## src/logic/wwd_regs.svh

```systemverilog
// register offsets, field positions, reset values and timing counts of the window watchdog
`ifndef WWD_REGS_SVH
`define WWD_REGS_SVH
// =====================================================================
// base windows and register offsets
`define WWD_BASE_BLOCKING    16'h0E00
`define WWD_BASE_NONBLOCKING 16'h0F00
`define WWD_BASE_MASK        16'hFF00
`define WWD_OFF_CONTROL      8'h10
`define WWD_OFF_STATUS       8'h12
`define WWD_OFF_REARM        8'h14
// =====================================================================
// field positions
`define WWD_TEST_MASK_BIT    15
`define WWD_TO_MASK_HI       10
`define WWD_TO_MASK_LO       8
`define WWD_TEST_BIT         7
`define WWD_TO_HI            2
`define WWD_TO_LO            0
`define WWD_ST_DISABLED      1
`define WWD_ST_WINDOW        0
// =====================================================================
// reset values and keys
`define WWD_TEST_RESET       1'h1
`define WWD_TO_RESET         3'h4
`define WWD_TO_OFF           3'h0
`define WWD_KEY_FIRST        8'hAA
`define WWD_KEY_SECOND       8'h55
// =====================================================================
// timing: oscillator tick period and timeout figures in ms
`define WWD_TICK_MS          1
`define WWD_INIT_TIMEOUT_MS  256
`endif

```

## src/logic/wwd_pkg.sv

```systemverilog
// types shared by the window watchdog modules
package wwd_pkg;
	// watchdog operating phase
	typedef enum logic [1:0] {
		WWD_OFF,
		WWD_INITIAL,
		WWD_WINDOW
	} wwd_phase_t;
	typedef logic [11:0] wwd_ms_t;
endpackage : wwd_pkg

```

## src/logic/wwd_tick_if.sv

```systemverilog
// tick and timeout link between the watchdog register block and its counter
`timescale 1ns/1ps
interface wwd_tick_if;
	import wwd_pkg::*;
	logic    restart;
	wwd_ms_t limit;
	logic    half_reached;
	logic    expired;
	modport ctl (output restart, output limit, input half_reached, input expired);
	modport cnt (input restart, input limit, output half_reached, output expired);
endinterface : wwd_tick_if

```

## src/logic/wwd_ms_counter.sv

```systemverilog
// millisecond counter stepped by the oscillator tick, with half and full detection
`timescale 1ns/1ps
module wwd_ms_counter
	import wwd_pkg::*;
(
	input  wire logic CORE_CLK,
	input  wire logic RST,
	input  wire logic osc_ms_tick,
	wwd_tick_if.cnt   lnk
);
	wwd_ms_t count_reg;
	// =====================================================================
	// count only on oscillator ticks so the bus clock rate never sets timing
	always_ff @(posedge CORE_CLK) begin
		if (RST || lnk.restart) begin
			count_reg <= '0;
		end else if (osc_ms_tick && !lnk.expired) begin
			count_reg <= count_reg + 12'h001;
		end
	end
	assign lnk.half_reached = (count_reg >= {1'b0, lnk.limit[11:1]});
	assign lnk.expired      = (count_reg >= lnk.limit);
endmodule : wwd_ms_counter

```

## src/logic/wwd_top.sv

```systemverilog
// window watchdog: control, status and rearm registers with window sequencing
`timescale 1ns/1ps
`include "wwd_regs.svh"
module wwd_top
	import wwd_pkg::*;
(
	input  wire logic        CORE_CLK,
	input  wire logic        RST,
	input  wire logic        OSC_MS_TICK,
	input  wire logic [15:0] ADDR,
	input  wire logic [15:0] WDATA,
	input  wire logic        WR,
	input  wire logic        RD,
	output logic      [15:0] RDATA,
	output logic             WD_RESET_REQ
);
	wwd_tick_if lnk ();

	wwd_phase_t  phase_reg;
	logic        test_bit_reg;
	logic [2:0]  timeout_select_reg;
	logic [7:0]  rearm_key_reg;
	logic        expect_aa_reg;
	logic        restart_pend_reg;
	logic [15:0] rdata_reg;
	logic        fault_reg;

	logic        base_hit;
	logic [7:0]  offset;
	logic        wr_ctl;
	logic        wr_rr;
	logic        disabled_flag;
	logic        window_open_flag;
	logic [7:0]  expected_key;
	logic        key_ok;
	logic        violation;

	// =====================================================================
	// address decode: both base windows reach the same registers
	assign base_hit = ((ADDR & `WWD_BASE_MASK) == `WWD_BASE_BLOCKING) ||
	                  ((ADDR & `WWD_BASE_MASK) == `WWD_BASE_NONBLOCKING);
	assign offset   = ADDR[7:0];
	assign wr_ctl   = WR && base_hit && (offset == `WWD_OFF_CONTROL);
	assign wr_rr    = WR && base_hit && (offset == `WWD_OFF_REARM);

	// =====================================================================
	// timeout decode into milliseconds
	function automatic wwd_ms_t timeout_ms(input logic [2:0] code);
		case (code)
			3'h1:    timeout_ms = 12'h004;
			3'h2:    timeout_ms = 12'h010;
			3'h3:    timeout_ms = 12'h040;
			3'h4:    timeout_ms = 12'h100;
			3'h5:    timeout_ms = 12'h200;
			3'h6:    timeout_ms = 12'h400;
			3'h7:    timeout_ms = 12'h800;
			default: timeout_ms = 12'h000; // code 000: off
		endcase
	endfunction : timeout_ms

	// =====================================================================
	// status flags
	assign disabled_flag    = (phase_reg == WWD_OFF);
	// the initial phase is always open; window phase opens at half time
	// the count is still stale while a restart is pending, so keep the window shut then
	assign window_open_flag = (phase_reg == WWD_INITIAL) ||
	                          ((phase_reg == WWD_WINDOW) && !restart_pend_reg &&
	                           lnk.half_reached);
	assign expected_key     = expect_aa_reg ? `WWD_KEY_FIRST : `WWD_KEY_SECOND;
	assign key_ok           = (WDATA[7:0] == expected_key);

	// =====================================================================
	// violation detection: closed-window rearm, wrong key, or expiry
	always_comb begin
		violation = 1'b0;
		if (!disabled_flag) begin
			if (wr_rr && !window_open_flag) begin
				violation = 1'b1;
			end else if (wr_rr && !key_ok) begin
				violation = 1'b1;
			end else if (lnk.expired && !restart_pend_reg) begin
				violation = 1'b1;
			end
		end
	end

	// =====================================================================
	// counter link: initial phase uses the fixed 256 ms limit
	assign lnk.restart = restart_pend_reg;
	assign lnk.limit   = (phase_reg == WWD_INITIAL) ? 12'(`WWD_INIT_TIMEOUT_MS)
	                                                 : timeout_ms(timeout_select_reg);

	wwd_ms_counter wwd_ms_counter_inst (
		.CORE_CLK    (CORE_CLK),
		.RST         (RST),
		.osc_ms_tick (OSC_MS_TICK),
		.lnk         (lnk)
	);

	// =====================================================================
	// control register: masked field updates
	always_ff @(posedge CORE_CLK) begin
		if (RST) begin
			test_bit_reg       <= `WWD_TEST_RESET;
			timeout_select_reg <= `WWD_TO_RESET;
		end else if (wr_ctl) begin
			if (WDATA[`WWD_TEST_MASK_BIT]) begin
				test_bit_reg <= WDATA[`WWD_TEST_BIT];
			end
			if (|WDATA[`WWD_TO_MASK_HI:`WWD_TO_MASK_LO]) begin
				timeout_select_reg <= WDATA[`WWD_TO_HI:`WWD_TO_LO];
			end
		end
	end

	// =====================================================================
	// phase sequencing; test bit deliberately unused here
	always_ff @(posedge CORE_CLK) begin
		if (RST) begin
			phase_reg        <= WWD_INITIAL;
			expect_aa_reg    <= 1'b1;
			restart_pend_reg <= 1'b1;
		end else begin
			restart_pend_reg <= 1'b0;
			case (phase_reg)
				WWD_OFF: begin
					// rearm writes are ignored while off
					if (wr_ctl && (|WDATA[`WWD_TO_MASK_HI:`WWD_TO_MASK_LO]) &&
					    (WDATA[`WWD_TO_HI:`WWD_TO_LO] != `WWD_TO_OFF)) begin
						phase_reg        <= WWD_WINDOW;
						restart_pend_reg <= 1'b1;
					end
				end
				WWD_INITIAL, WWD_WINDOW: begin
					if (violation) begin
						// start over as after power-up
						phase_reg        <= WWD_INITIAL;
						expect_aa_reg    <= 1'b1;
						restart_pend_reg <= 1'b1;
					end else if (wr_ctl && (|WDATA[`WWD_TO_MASK_HI:`WWD_TO_MASK_LO]) &&
					             (WDATA[`WWD_TO_HI:`WWD_TO_LO] == `WWD_TO_OFF)) begin
						phase_reg <= WWD_OFF;
					end else if (wr_rr) begin
						phase_reg        <= WWD_WINDOW;
						expect_aa_reg    <= !expect_aa_reg;
						restart_pend_reg <= 1'b1;
					end
				end
				default: begin
					phase_reg <= WWD_INITIAL;
				end
			endcase
		end
	end

	// =====================================================================
	// rearm register keeps the last write made while enabled, rejected keys included, for read-back
	always_ff @(posedge CORE_CLK) begin
		if (RST) begin
			rearm_key_reg <= 8'h00;
		end else if (wr_rr && !disabled_flag) begin
			rearm_key_reg <= WDATA[7:0];
		end
	end

	// =====================================================================
	// reset request: registered one-cycle pulse
	always_ff @(posedge CORE_CLK) begin
		if (RST) begin
			fault_reg <= 1'b0;
		end else begin
			fault_reg <= violation;
		end
	end
	assign WD_RESET_REQ = fault_reg;

	// =====================================================================
	// read data, valid the cycle after the strobe only
	always_ff @(posedge CORE_CLK) begin
		if (RST) begin
			rdata_reg <= 16'h0000;
		end else if (RD && base_hit) begin
			case (offset)
				`WWD_OFF_CONTROL: rdata_reg <= {8'h00, test_bit_reg, 4'h0, timeout_select_reg};
				`WWD_OFF_STATUS:  rdata_reg <= {14'h0000, disabled_flag, window_open_flag};
				`WWD_OFF_REARM:   rdata_reg <= {8'h00, rearm_key_reg};
				default:          rdata_reg <= 16'h0000; // unmapped reads zero
			endcase
		end else begin
			rdata_reg <= 16'h0000;
		end
	end
	assign RDATA = rdata_reg;
endmodule : wwd_top

```

## config.mk

```make
export PLATFORM = sky130hd
export DESIGN_NAME = wwd_top
export DESIGN_NICKNAME = d
export VERILOG_FILES = /design/src/logic/wwd_pkg.sv /design/src/logic/wwd_tick_if.sv /design/src/logic/wwd_ms_counter.sv /design/src/logic/wwd_top.sv
export VERILOG_INCLUDE_DIRS = /design/src /design/src/logic
export SDC_FILE = /design/constraint.sdc
export NUM_CORES = 1
export LEC_CHECK = 0
export BUFFER_PORTS_ARGS = -buffer_cell sky130_fd_sc_hd__buf_4
export CORE_ASPECT_RATIO = 1.2
export CORE_MARGIN = 1
export CORE_UTILIZATION = 54
export DETAILED_ROUTE_END_ITERATION = 16
export PLACE_DENSITY = 0.86
export REMOVE_ABC_BUFFERS = 1
export SYNTH_ARGS = -nofsm -noshare
export SYNTH_HDL_FRONTEND = slang
export SYNTH_SLANG_ARGS = --single-unit
```

## constraint.sdc

```tcl
create_clock -name CORE_CLK -period 3.3 [get_ports CORE_CLK]
set_input_delay 0.66 -clock CORE_CLK [delete_from_list [all_inputs] [get_ports CORE_CLK]]
set_output_delay 0.66 -clock CORE_CLK [all_outputs]
set_load 0.02 [all_outputs]
```

After elaboration in Yosys (flattened, before gate mapping)

Cells that the tools add are included.
W data, S select, Z words.

Multiplexer cells: 21
Add/subtract/negate cells: 1
Reductions and logical operators: 34
Equality and inequality tests: 18
Order comparisons: 2
Bitwise operators: 1

Operators by type and width:

| operator                | count |
|---|---|
| $pmux W12 S7            | 1 |
| $eq A8 B5 Y1 const B    | 3 |
| $pmux W8 S3             | 1 |
| $eq A8 B4 Y1 const B    | 2 |
| $logic_and A1 B1 Y1     | 14 |
| $add A12 B1 Y12 const B | 1 |
| $eq A3 B3 Y1 const B    | 4 |
| $ge A12 B11 Y1          | 1 |
| $ge A12 B12 Y1          | 1 |
| $mux W12                | 1 |
| $mux W1                 | 11 |
| $eq A8 B8 Y1            | 1 |
| $mux W2                 | 4 |
| $mux W8                 | 1 |
| $eq A3 B2 Y1 const B    | 2 |
| $logic_not A1 Y1        | 6 |
| $reduce_and A2 Y1       | 3 |
| $ne A4 B4 Y1 const B    | 1 |
| $pmux W2 S2             | 1 |
| $reduce_or A2 Y1        | 2 |
| $eq A3 B1 Y1 const B    | 1 |
| $logic_not A3 Y1        | 1 |
| $logic_or A1 B1 Y1      | 3 |
| $reduce_and A3 Y1       | 1 |
| other kinds (10)        | 10 |

Word-level logic and storage cells: 86
Flip-flop bits (word level): 45
Output and inout port bits: 17

Logic depth before layout (Yosys ltp)

Gate-level depths: netlist (run 1).

Depth in word-level cells: 12
Gate-level depth with buffers: 14
Gate-level depth less buffers: 13

Hierarchy

From an unflattened synthesis (run 1), not the netlist that was laid out.

Cell total of the unflattened synthesis: 295
Area, all modules: 2467.4 um^2

Modules (own cells, without submodules):

| module         | area an instance (um^2) | instances | cells an instance | seq. area each (um^2) |
|---|---|---|---|---|
| wwd_top        | 1361.3                  | 1         | 158               | 500.5 |
| wwd_ms_counter | 1106.1                  | 1         | 137               | 240.2 |

Worst setup path after synthesis (run 1)

OpenSTA, ideal clock, no wires.

Kind: reg-to-reg
Start point: register phase_reg[1]
End point: register expect_aa_reg
Buffers on the path: 0
Period minus slack after synthesis: 2.574 ns
Stages on the path, launching flop included: 13
Setup slack: 0.726 ns
Data arrival time: 2.487 ns
Cell sequence: dfxtp_1 > inv_1 > ha_1 > inv_1 > nand2_1 > or3_1 > ha_1 > nand2_1 > a311oi_1 > o2111ai_2 > o21ai_0 > a211oi_1 > o31ai_1

Longest elaborated chain between the ends: 11
Elaborated cells on any way between the ends: 21
Those cells by class: order compare (2); eq/ne (3); mux (6); reduce/logical (10)

RTL lines:

| element                                                      | RTL line                                     | source |
|---|---|---|
| start, declared                                              | wwd_top.sv:19                                | `wwd_phase_t phase_reg;` |
| start signal, assigned                                       | wwd_top.sv:120                               | `phase_reg <= WWD_INITIAL;` |
| start signal, assigned                                       | wwd_top.sv:130                               | `phase_reg <= WWD_WINDOW;` |
| start signal, assigned                                       | wwd_top.sv:137                               | `phase_reg <= WWD_INITIAL;` |
| $eq A2 B1 Y1                                                 | wwd_top.sv:66, wwd_top.sv:90, wwd_top.sv:125 |  |
| $mux W12                                                     | wwd_top.sv:90                                | `` assign lnk.limit = (phase_reg == WWD_INITIAL) ? 12'(`WWD_INIT_TIMEOUT_MS) `` |
| $ge A12 B11 Y1                                               | wwd_ms_counter.sv:21                         | `assign lnk.half_reached = (count_reg >= {1'b0, lnk.limit[11:1]});` |
| $logic_and A1 B1 Y1                                          | wwd_top.sv:67                                | `((phase_reg == WWD_WINDOW) && !restart_pend_reg &&` |
| $logic_or A1 B1 Y1                                           | wwd_top.sv:66                                | `assign window_open_flag = (phase_reg == WWD_INITIAL) \|\|` |
| $logic_not A1 Y1                                             | wwd_top.sv:77                                | `if (wr_rr && !window_open_flag) begin` |
| $logic_and A1 B1 Y1                                          | wwd_top.sv:77                                |  |
| $mux W1                                                      | wwd_top.sv:77                                |  |
| $mux W1                                                      | wwd_top.sv:76                                | `if (!disabled_flag) begin` |
| $ne A2 B2 Y1 (no line) or $reduce_bool A2 Y1 (tied branches) | -                                            |  |
| $reduce_and A3 Y1 (no line)                                  | -                                            |  |
| end signal, assigned                                         | wwd_top.sv:145                               | `expect_aa_reg <= !expect_aa_reg;` |
| end, declared                                                | wwd_top.sv:23                                | `logic expect_aa_reg;` |

Several ways; a longest one is shown, not always the timed one.
A chain may end at the register's enable or synchronous reset.

Worst setup path after layout (run 1)

Start point: register phase_reg[1]
End point: register wwd_ms_counter_inst.count_reg[5]

Longest elaborated chain between the ends: 5

RTL lines:

| element              | RTL line             | source |
|---|---|---|
| $eq A2 B1 Y1         | wwd_top.sv:90        |  |
| $mux W12             | wwd_top.sv:90        |  |
| $ge A12 B12 Y1       | wwd_ms_counter.sv:22 | `assign lnk.expired = (count_reg >= lnk.limit);` |
| $logic_not A1 Y1     | wwd_ms_counter.sv:17 | `end else if (osc_ms_tick && !lnk.expired) begin` |
| $logic_and A1 B1 Y1  | wwd_ms_counter.sv:17 |  |
| end signal, assigned | wwd_ms_counter.sv:18 | `count_reg <= count_reg + 12'h001;` |
| end, declared        | wwd_ms_counter.sv:11 | `wwd_ms_t count_reg;` |

No other way between the ends.

==> impl_metrics.yaml, run 1 <==
run_status:
  outcome: "finished clean"
clock_tree:
  cts.path.max_buffers: 2
  clk_latency_ns: 0.30
  clk_pin_slew_ns: 0.08
  clock_sinks: 37
  postCtsSetupRepairBufs: 0
  cts_tree: "yes"
  postCtsHoldBufs: 0
  cts-htree-levels: 2
  ctsResizeCount: 0
  numCtsBuffers: 5
  clock-root-buffer: "clkbuf_8"
placed_design:
  gp_congestion: 0.8371
  dp_hpwl_mm: 4.013
  port_buffers: 40
  place_inst: 359
cells_and_area:
  n_antenna_cell: 0
  most-common-layout-cells: "buf_4, dfxtp_1, nor2_1, a21oi_1, ha_1"
  final_common_cell: "buf_4"
  drive_gt1_share_pct: 19.81
  final-instance-count-excl-fill: 367
  fill_cells: 340
  nNetsFinal: 369
  largest_reg_flops: 12
  synthToLayoutAreaGrowth_pct: 19.64
hold_path:
  hold_path.class: "flop to flop"
  hold_path_depth: 1
floorplan:
  row_count: 25
  io_pins: 54
  start_util_pct: 57.44
  dieArea_um2: 4524
  die_w_um: 61.57
  die_h_um: 73.49
  coreArea_um2: 4004
power_and_ir_drop:
  power_frac_clock_pct: 39.1
  sw_frac_of_total_pct: 28.36
  share_comb_of_total_power_pct: 22.6
  p_leak_nw: 1.141
  p_int_mw: 0.8838
  p_switching_mw: 0.3500
  p_seq_share_pct: 38.4
  power.density_nw_per_um2: 448.4
  ir_drop_v: 0.0002902
timing:
  setup_viol_count_final: 0
  tns_ns: 0
  hold_viol: 0
  max_freq_ghz: 0.3436
  rsz0062_at_grt: "false"
  skew_ns: 0.01007
  timing.final.crit_share_pct: 88.21
  slew_violations: 0
  period_needed_ns: 2.911
synthesis:
  synth_seq_cells: 37
  synth_warnings: 0
  async_reset_ff_share_pct: 0
  syn_avg_cell_area_um2: 8.424
  ys.flop_type: "dfxtp_1"
  seq_area_frac_synth_pct: 32.21
  synth_edf_count: 0
  syn_area_um2: 2300
  yosysUniqueCellTypes: 54
  synth_cells: 273
detailed_routing:
  drt_iter0_drc: 134
  ant_nets: 0
  drc: 0
  via_per_inst: 5.891
  firstDrtPassIters: 4
  post_drt_wl_per_cell_um: 14.50
  postRouteWirelength_mm: 5.322
  via_count: 2162
critical_path:
  r2r_cells: 13
  worstSetupPathType: "flop to flop"
  critPathSlowestCell: "or4_1"
  worstPathArrival_ns: 3.13
  cp-start-kind: "flop"
  worstPathCellList: "inv_1 -> ha_1 -> inv_1 -> nand2_1 -> or3_1 -> ha_1 -> o21ai_1 -> nand2_1 -> o2111ai_2 -> a21boi_2 -> buf_4 -> or4_1 -> a21oi_1"
  path_max_fanout: 20
  critPathMaxStageDelay_ns: 0.51
  cp.required_ns: 3.52
  endpoint_kind: "flop"
global_routing:
  grt_pass1_vias: 2036
  overflow: 0
  grt_max_degree: 21
  antenna_found_initial: 0
  grt_usage_pct: 26.14
  grt_pass1_wl_mm: 8.818
flow_run:
  cap_violations: 0
==> cell type report <==
type | instances | area (um^2) | area share, %
multi-input combinational | 214 | 1441 | 52.39
sequential | 37 | 740.7 | 26.92
timing repair buffer | 43 | 322.8 | 11.73
clock buffer | 5 | 68.82 | 2.501
clock inverter | 3 | 68.82 | 2.501
tap | 54 | 67.56 | 2.456
inverter | 11 | 41.29 | 1.501
==> synth_stat cells, drive strengths merged, types with 5 or more instances <==
master / number / area (um^2)
or4: 8 / 60.06
nand2b: 5 / 31.28
nand2: 18 / 67.56
inv: 11 / 41.29
and2: 5 / 31.28
clkbuf: 6 / 22.52
buf: 12 / 86.33
o21ai: 8 / 40.03
o31ai: 9 / 67.56
dfxtp: 37 / 740.7
nand4: 5 / 31.28
nor2: 32 / 130.1
nand3: 11 / 55.05
a21oi: 23 / 115.1
ha: 20 / 250.2
mux2i: 14 / 140.1
==> final timing paths <==
| check | startpoint | to | slack (ns) |
|---|---|---|---|
| setup reg to reg | phase_reg[1]$_SDFFE_PP0P_ | wwd_ms_counter_inst.count_reg[5]$_SDFFE_PP0P_ | 0.39 |
| hold reg to reg | rearm_key_reg[4]$_SDFFE_PP0P_ | RDATA[4]$_SDFF_PP0_ | 0.46 |
| hold / removal | rearm_key_reg[4]$_SDFFE_PP0P_ | RDATA[4]$_SDFF_PP0_ | 0.46 |
| setup / recovery | phase_reg[1]$_SDFFE_PP0P_ | wwd_ms_counter_inst.count_reg[5]$_SDFFE_PP0P_ | 0.39 |
==> power by group through the flow <==
stage                     registers (mW)  logic [mW]  clock network [mW]
final                              0.474       0.278               0.482
after global routing               0.476       0.306               0.511
after CTS                          0.473       0.276               0.487
after detailed placement           0.484       0.272                   0
after global placement             0.483       0.261                   0
after floorplan                    0.481       0.190                   0
==> per-layer routing <==
layer | vias up | track usage, % | part of all wire (%) | wire, um
met2 | 69 | 47.55 | 54 | 2869
met4 | 0 | 10.12 | 1.3 | 71
li1 | 1057 | - | - | -
met1 | 1024 | 29.32 | 40 | 2125
met5 | - | 0 | 0 | 0
met3 | 12 | 4.401 | 4.8 | 255
==> cells by family (layout without fill, tap and decap cells) <==
| group | Yosys count | after routing | synth area share [%] |
|---|---|---|---|
| buffers and inverters | 29 | 62 | 6.529 |
| AND/OR/NAND/NOR | 110 | 110 | 26.01 |
| flip-flops | 37 | 37 | 32.21 |
| multiplexers | 14 | 14 | 6.093 |
| adder cells (fa/ha/maj) | 20 | 20 | 10.88 |
| AO/OA/AOI/OAI | 62 | 62 | 18.12 |
| other | 1 | 8 | 0.1631 |
==> critical path: cells and delay by family (launching register included) <==
family	cells	cell delay, ns
AOI/OAI and AO/OA	4	0.61
adders and majority gates	2	0.43
buffers and inverters	3	0.37
DFF	1	0.39
and+or+nand+nor	4	1.02
==> metrics by stage <==
stage / utilization, % / hold slack [ns] / worst slack [ns] / cell area, um^2 / power, mW
6_report: 68.72 / 0.4599 / 0.3892 / 2751 / 1.234
5_1_grt: 68.72 / 0.4873 / 0.1628 / 2751 / 1.292
4_1_cts: 68.72 / 0.4662 / 0.4044 / 2751 / 1.236
3_5_place_dp: 65.28 / 0.4461 / 0.4358 / 2614 / 0.7564
3_3_place_gp: 65.28 / 0.4391 / 0.4875 / 2614 / 0.7445
2_1_floorplan: - / 0.4291 / 0.3441 / 2217 / 0.6704
(Power assumes the default switching activity.)
==> inputs of run 2 (changes only) <==
--- a/config.mk
+++ b/config.mk
@@ -7,9 +7,9 @@
 export NUM_CORES = 1
 export LEC_CHECK = 0
 export BUFFER_PORTS_ARGS = -buffer_cell sky130_fd_sc_hd__buf_4
-export CORE_ASPECT_RATIO = 1.2
 export CORE_MARGIN = 1
 export CORE_UTILIZATION = 54
+export CTS_CLUSTER_DIAMETER = 60
 export DETAILED_ROUTE_END_ITERATION = 16
 export PLACE_DENSITY = 0.86
 export REMOVE_ABC_BUFFERS = 1
==> impl_metrics.yaml, run 2 (same netlist as run 1, synthesis figures left out) <==
run_status:
  outcome: "finished clean"
floorplan:
  io_pins: 54
  start_util_pct: 56.68
  row_count: 23
  die_w_um: 67.26
  dieArea_um2: 4524
  coreArea_um2: 4058
  die_h_um: 67.26
critical_path:
  endpoint_kind: "flop"
  worstSetupPathType: "flop to flop"
  path_max_fanout: 14
  critPathSlowestCell: "or4_1"
  cp.required_ns: 3.52
  path_buf_inv: 3
  worstPathArrival_ns: 3.27
  critPathMaxStageDelay_ns: 0.50
  crit_family: "simple AND/OR/NAND/NOR gates"
  cp-start-kind: "flop"
  worstPathCellList: "inv_1 -> ha_1 -> inv_1 -> nand2_1 -> or3_1 -> ha_1 -> nand2_1 -> a311oi_1 -> o2111ai_2 -> a21boi_2 -> buf_4 -> or4_1 -> a21oi_1"
placed_design:
  port_buffers: 40
  gp_congestion: 0.8361
  dp_hpwl_mm: 4.079
  place_inst: 355
global_routing:
  grt_pass1_vias: 1893
  grt_pass1_wl_mm: 8.742
  grt_max_degree: 18
  antenna_found_initial: 0
  overflow: 0
  grt_usage_pct: 25.93
detailed_routing:
  via_count: 2158
  drt_iter0_drc: 257
  firstDrtPassIters: 4
  via_per_inst: 5.945
  postRouteWirelength_mm: 5.458
  post_drt_wl_per_cell_um: 15.04
  ant_nets: 0
  drc: 0
clock_tree:
  clk_pin_slew_ns: 0.08
  postCtsSetupRepairBufs: 0
  cts_tree: "yes"
  cts.path.max_buffers: 2
  clock-root-buffer: "clkbuf_8"
  ctsResizeCount: 0
  cts-htree-levels: 2
  clk_latency_ns: 0.30
  clock_sinks: 37
  postCtsHoldBufs: 0
  numCtsBuffers: 5
timing:
  slew_headroom_pct: 66.68
  setup_viol_count_final: 0
  period_needed_ns: 3.047
  slew_violations: 0
  tns_ns: 0
  timing.final.crit_share_pct: 92.35
  skew_ns: 0.009436
  tightest_slew_ns: 0.4959
  max_freq_ghz: 0.3281
  hold_viol: 0
  rsz0062_at_grt: "false"
power_and_ir_drop:
  p_leak_nw: 1.127
  power.density_nw_per_um2: 424.6
  ir_drop_v: 0.0003163
cells_and_area:
  n_antenna_cell: 0
  final-instance-count-excl-fill: 363
  final_common_cell: "buf_4"
  synthToLayoutAreaGrowth_pct: 18.44
  most-common-layout-cells: "buf_4, dfxtp_1, nor2_1, a21oi_1, ha_1"
  largest_reg_flops: 12
  nNetsFinal: 369
  drive_gt1_share_pct: 19.81
flow_run:
  cap_violations: 0
hold_path:
  hold_path.class: "flop to flop"
[run 2: changes by cell type in the layout (fill, tap and decap cells not counted), sizes merged]
cell,change
bufinv,-1
clkinv,+1
clkinvlp,+1
inv,-1
[run 2: power breakdown]
group | leakage [nW] | internal, mW | switching [mW]
registers | 0.299 | 0.460 | 0.0131
clock network | 0.0543 | 0.226 | 0.180
logic | 0.773 | 0.120 | 0.158
[run 2: final timing paths]
check | slack (ns) | start | end | depth (start not counted)
setup / recovery | 0.25 | phase_reg[1]$_SDFFE_PP0P_ | wwd_ms_counter_inst.count_reg[8]$_SDFFE_PP0P_ | 13
hold / removal | 0.46 | rearm_key_reg[6]$_SDFFE_PP0P_ | RDATA[6]$_SDFF_PP0_ | 1
setup reg to reg | 0.25 | phase_reg[1]$_SDFFE_PP0P_ | wwd_ms_counter_inst.count_reg[8]$_SDFFE_PP0P_ | 13
hold reg to reg | 0.46 | rearm_key_reg[6]$_SDFFE_PP0P_ | RDATA[6]$_SDFF_PP0_ | 1
[run 2: cell type report]
type | count | area, um^2
timing repair buffer | 43 | 322.8
fill | 336 | 1334
inverter | 11 | 41.29
clock inverter | 3 | 46.29
clock buffer | 5 | 68.82
tap | 50 | 62.56
sequential | 37 | 740.7
multi-input combinational | 214 | 1441
[run 2: metal layers]
layer | track usage (%) | share of wire, % | up-vias
met4 | 10.11 | 1.4 | 0
met3 | 5.743 | 5.1 | 7
met1 | 32.89 | 44 | 1033
met5 | 0 | 0 | -
li1 | - | - | 1059
met2 | 42.38 | 49 | 59
[run 2: metrics by stage]
step / area, um^2 / setup slack [ns] / utilization [%] / hold slack [ns] / power (mW)
floorplan: 2217 / 0.3441 / - / 0.4291 / 0.6704
detailed placement: 2609 / 0.2909 / 64.29 / 0.4486 / 0.7552
CTS: 2724 / 0.2698 / 67.13 / 0.4673 / 1.159
global route: 2724 / 0.02317 / 67.13 / 0.4854 / 1.216
finish: 2724 / 0.2526 / 67.13 / 0.4634 / 1.157
global placement: 2609 / 0.4741 / 64.29 / 0.4416 / 0.7400
==> inputs of run 3 (changes only) <==
==> constraint.sdc (replaced) <==
create_clock -name CORE_CLK -period 3.4 [get_ports CORE_CLK]
set_input_delay 0.68 -clock CORE_CLK [delete_from_list [all_inputs] [get_ports CORE_CLK]]
set_output_delay 0.68 -clock CORE_CLK [all_outputs]
set_load 0.02 [all_outputs]
==> impl_metrics.yaml, run 3 (same netlist as run 1, synthesis figures left out) <==
run_status:
  outcome: "finished clean"
cells_and_area:
  synthToLayoutAreaGrowth_pct: 18.34
  drive_gt1_share_pct: 19.55
  fin_util_pct: 67.07
  n_antenna_cell: 0
  largest_reg_flops: 12
  fill_cells: 321
  nNetsFinal: 368
  most-common-layout-cells: "buf_4, dfxtp_1, nor2_1, a21oi_1, ha_1"
  final_common_cell: "buf_4"
hold_path:
  hold_path.class: "flop to flop"
  hold_path_depth: 1
timing:
  slew_violations: 0
  max_freq_ghz: 0.3285
  timing.final.crit_share_pct: 89.54
  hold_viol: 0
  setup_viol_count_final: 0
  rsz0062_at_grt: "false"
  period_needed_ns: 3.044
  skew_ns: 0.007520
  slew_headroom_pct: 60.56
  tns_ns: 0
  tightest_slew_ns: 0.5854
critical_path:
  endpoint_kind: "flop"
  r2r_cells: 12
  cp.required_ns: 3.61
  cp-start-kind: "flop"
  path_max_fanout: 5
  critPathMaxStageDelay_ns: 0.53
  worstSetupPathType: "flop to flop"
  worstPathCellList: "inv_1 -> ha_1 -> inv_1 -> nand2_1 -> or3_1 -> ha_1 -> nand2_1 -> a311oi_1 -> o2111ai_2 -> o21ai_0 -> a211oi_1 -> o31ai_1"
  critPathSlowestCell: "o21ai_0"
  worstPathArrival_ns: 3.25
clock_tree:
  cts.path.max_buffers: 2
  cts-htree-levels: 2
  ctsResizeCount: 0
  clock_sinks: 37
  clock-root-buffer: "clkbuf_8"
  cts_tree: "yes"
  clk_latency_ns: 0.30
  postCtsHoldBufs: 0
  postCtsSetupRepairBufs: 0
  numCtsBuffers: 5
  clk_pin_slew_ns: 0.08
global_routing:
  antenna_found_initial: 0
  grt_max_degree: 21
  grt_pass1_wl_mm: 8.045
  overflow: 0
  grt_usage_pct: 23.30
  grt_pass1_vias: 1820
power_and_ir_drop:
  power.density_nw_per_um2: 416.4
  p_leak_nw: 1.124
  ir_drop_v: 0.0003862
detailed_routing:
  ant_nets: 0
  via_count: 2132
  firstDrtPassIters: 5
  drt_iter0_drc: 211
  drc: 0
  postRouteWirelength_mm: 5.203
  via_per_inst: 5.890
  post_drt_wl_per_cell_um: 14.37
placed_design:
  gp_congestion: 0.8361
  dp_hpwl_mm: 3.946
  port_buffers: 40
flow_run:
  cap_violations: 0
floorplan:
  dieArea_um2: 4524
  coreArea_um2: 4058
  start_util_pct: 56.68
  row_count: 23
  die_h_um: 67.26
  die_w_um: 67.26
  io_pins: 54
[run 3: final timing paths]
kind / start / endpoint / slack [ns]
worst min register to register: rearm_key_reg[4]$_SDFFE_PP0P_ / RDATA[4]$_SDFF_PP0_ / 0.46
worst max register to register: phase_reg[1]$_SDFFE_PP0P_ / expect_aa_reg$_SDFFE_PP1P_ / 0.36
worst max-delay path: phase_reg[1]$_SDFFE_PP0P_ / expect_aa_reg$_SDFFE_PP1P_ / 0.36
worst min-delay path: rearm_key_reg[4]$_SDFFE_PP0P_ / RDATA[4]$_SDFF_PP0_ / 0.46
[run 3: per-stage QoR]
stage	area [um^2]	worst slack, ns	total power, mW	hold slack, ns	std cells
after global placement	2601	0.5270	0.7188	0.4424	354
after global routing	2721	0.2116	1.183	0.4830	362
after floorplan	2217	0.4241	0.6507	0.4291	262
after detailed placement	2601	0.4023	0.7308	0.4389	354
after CTS	2721	0.3878	1.134	0.4607	362
final	2721	0.3557	1.133	0.4583	362
[run 3: metal layers]
layer  up-vias  part of all wire [%]  global-route usage (%)
met5         -                     0                       0
met3         6                   3.5                   5.068
li1       1065                     -                       -
met2        60                    49                   37.75
met4         0                   1.1                   6.915
met1      1001                    46                   30.71
[run 3: power breakdown]
| part | switching [mW] | internal, mW |
|---|---|---|
| logic | 0.150 | 0.116 |
| clock network | 0.169 | 0.239 |
| registers | 0.0130 | 0.447 |
| total | 0.332 | 0.801 |
[run 3: layout make-up]
| class | instances | area, um^2 | area share [%] |
|---|---|---|---|
| Sequential cell | 37 | 740.7 | 27.22 |
| Timing Repair Buffer | 42 | 315.3 | 11.59 |
| Clock buffer | 6 | 82.58 | 3.034 |
| Inverter | 11 | 41.29 | 1.517 |
| Tap cell | 50 | 62.56 | 2.299 |
| Multi-Input combinational cell | 214 | 1441 | 52.97 |
| Clock inverter | 2 | 37.54 | 1.379 |
[run 3: worst max-delay path: cells and delay by family (launching register included)]
kind | cells | cell delay (ns)
buffers and inverters | 2 | 0.17
and+or+nand+nor | 3 | 0.46
adders and majority gates | 2 | 0.53
DFF | 1 | 0.38
AOI/OAI and AO/OA | 5 | 1.42
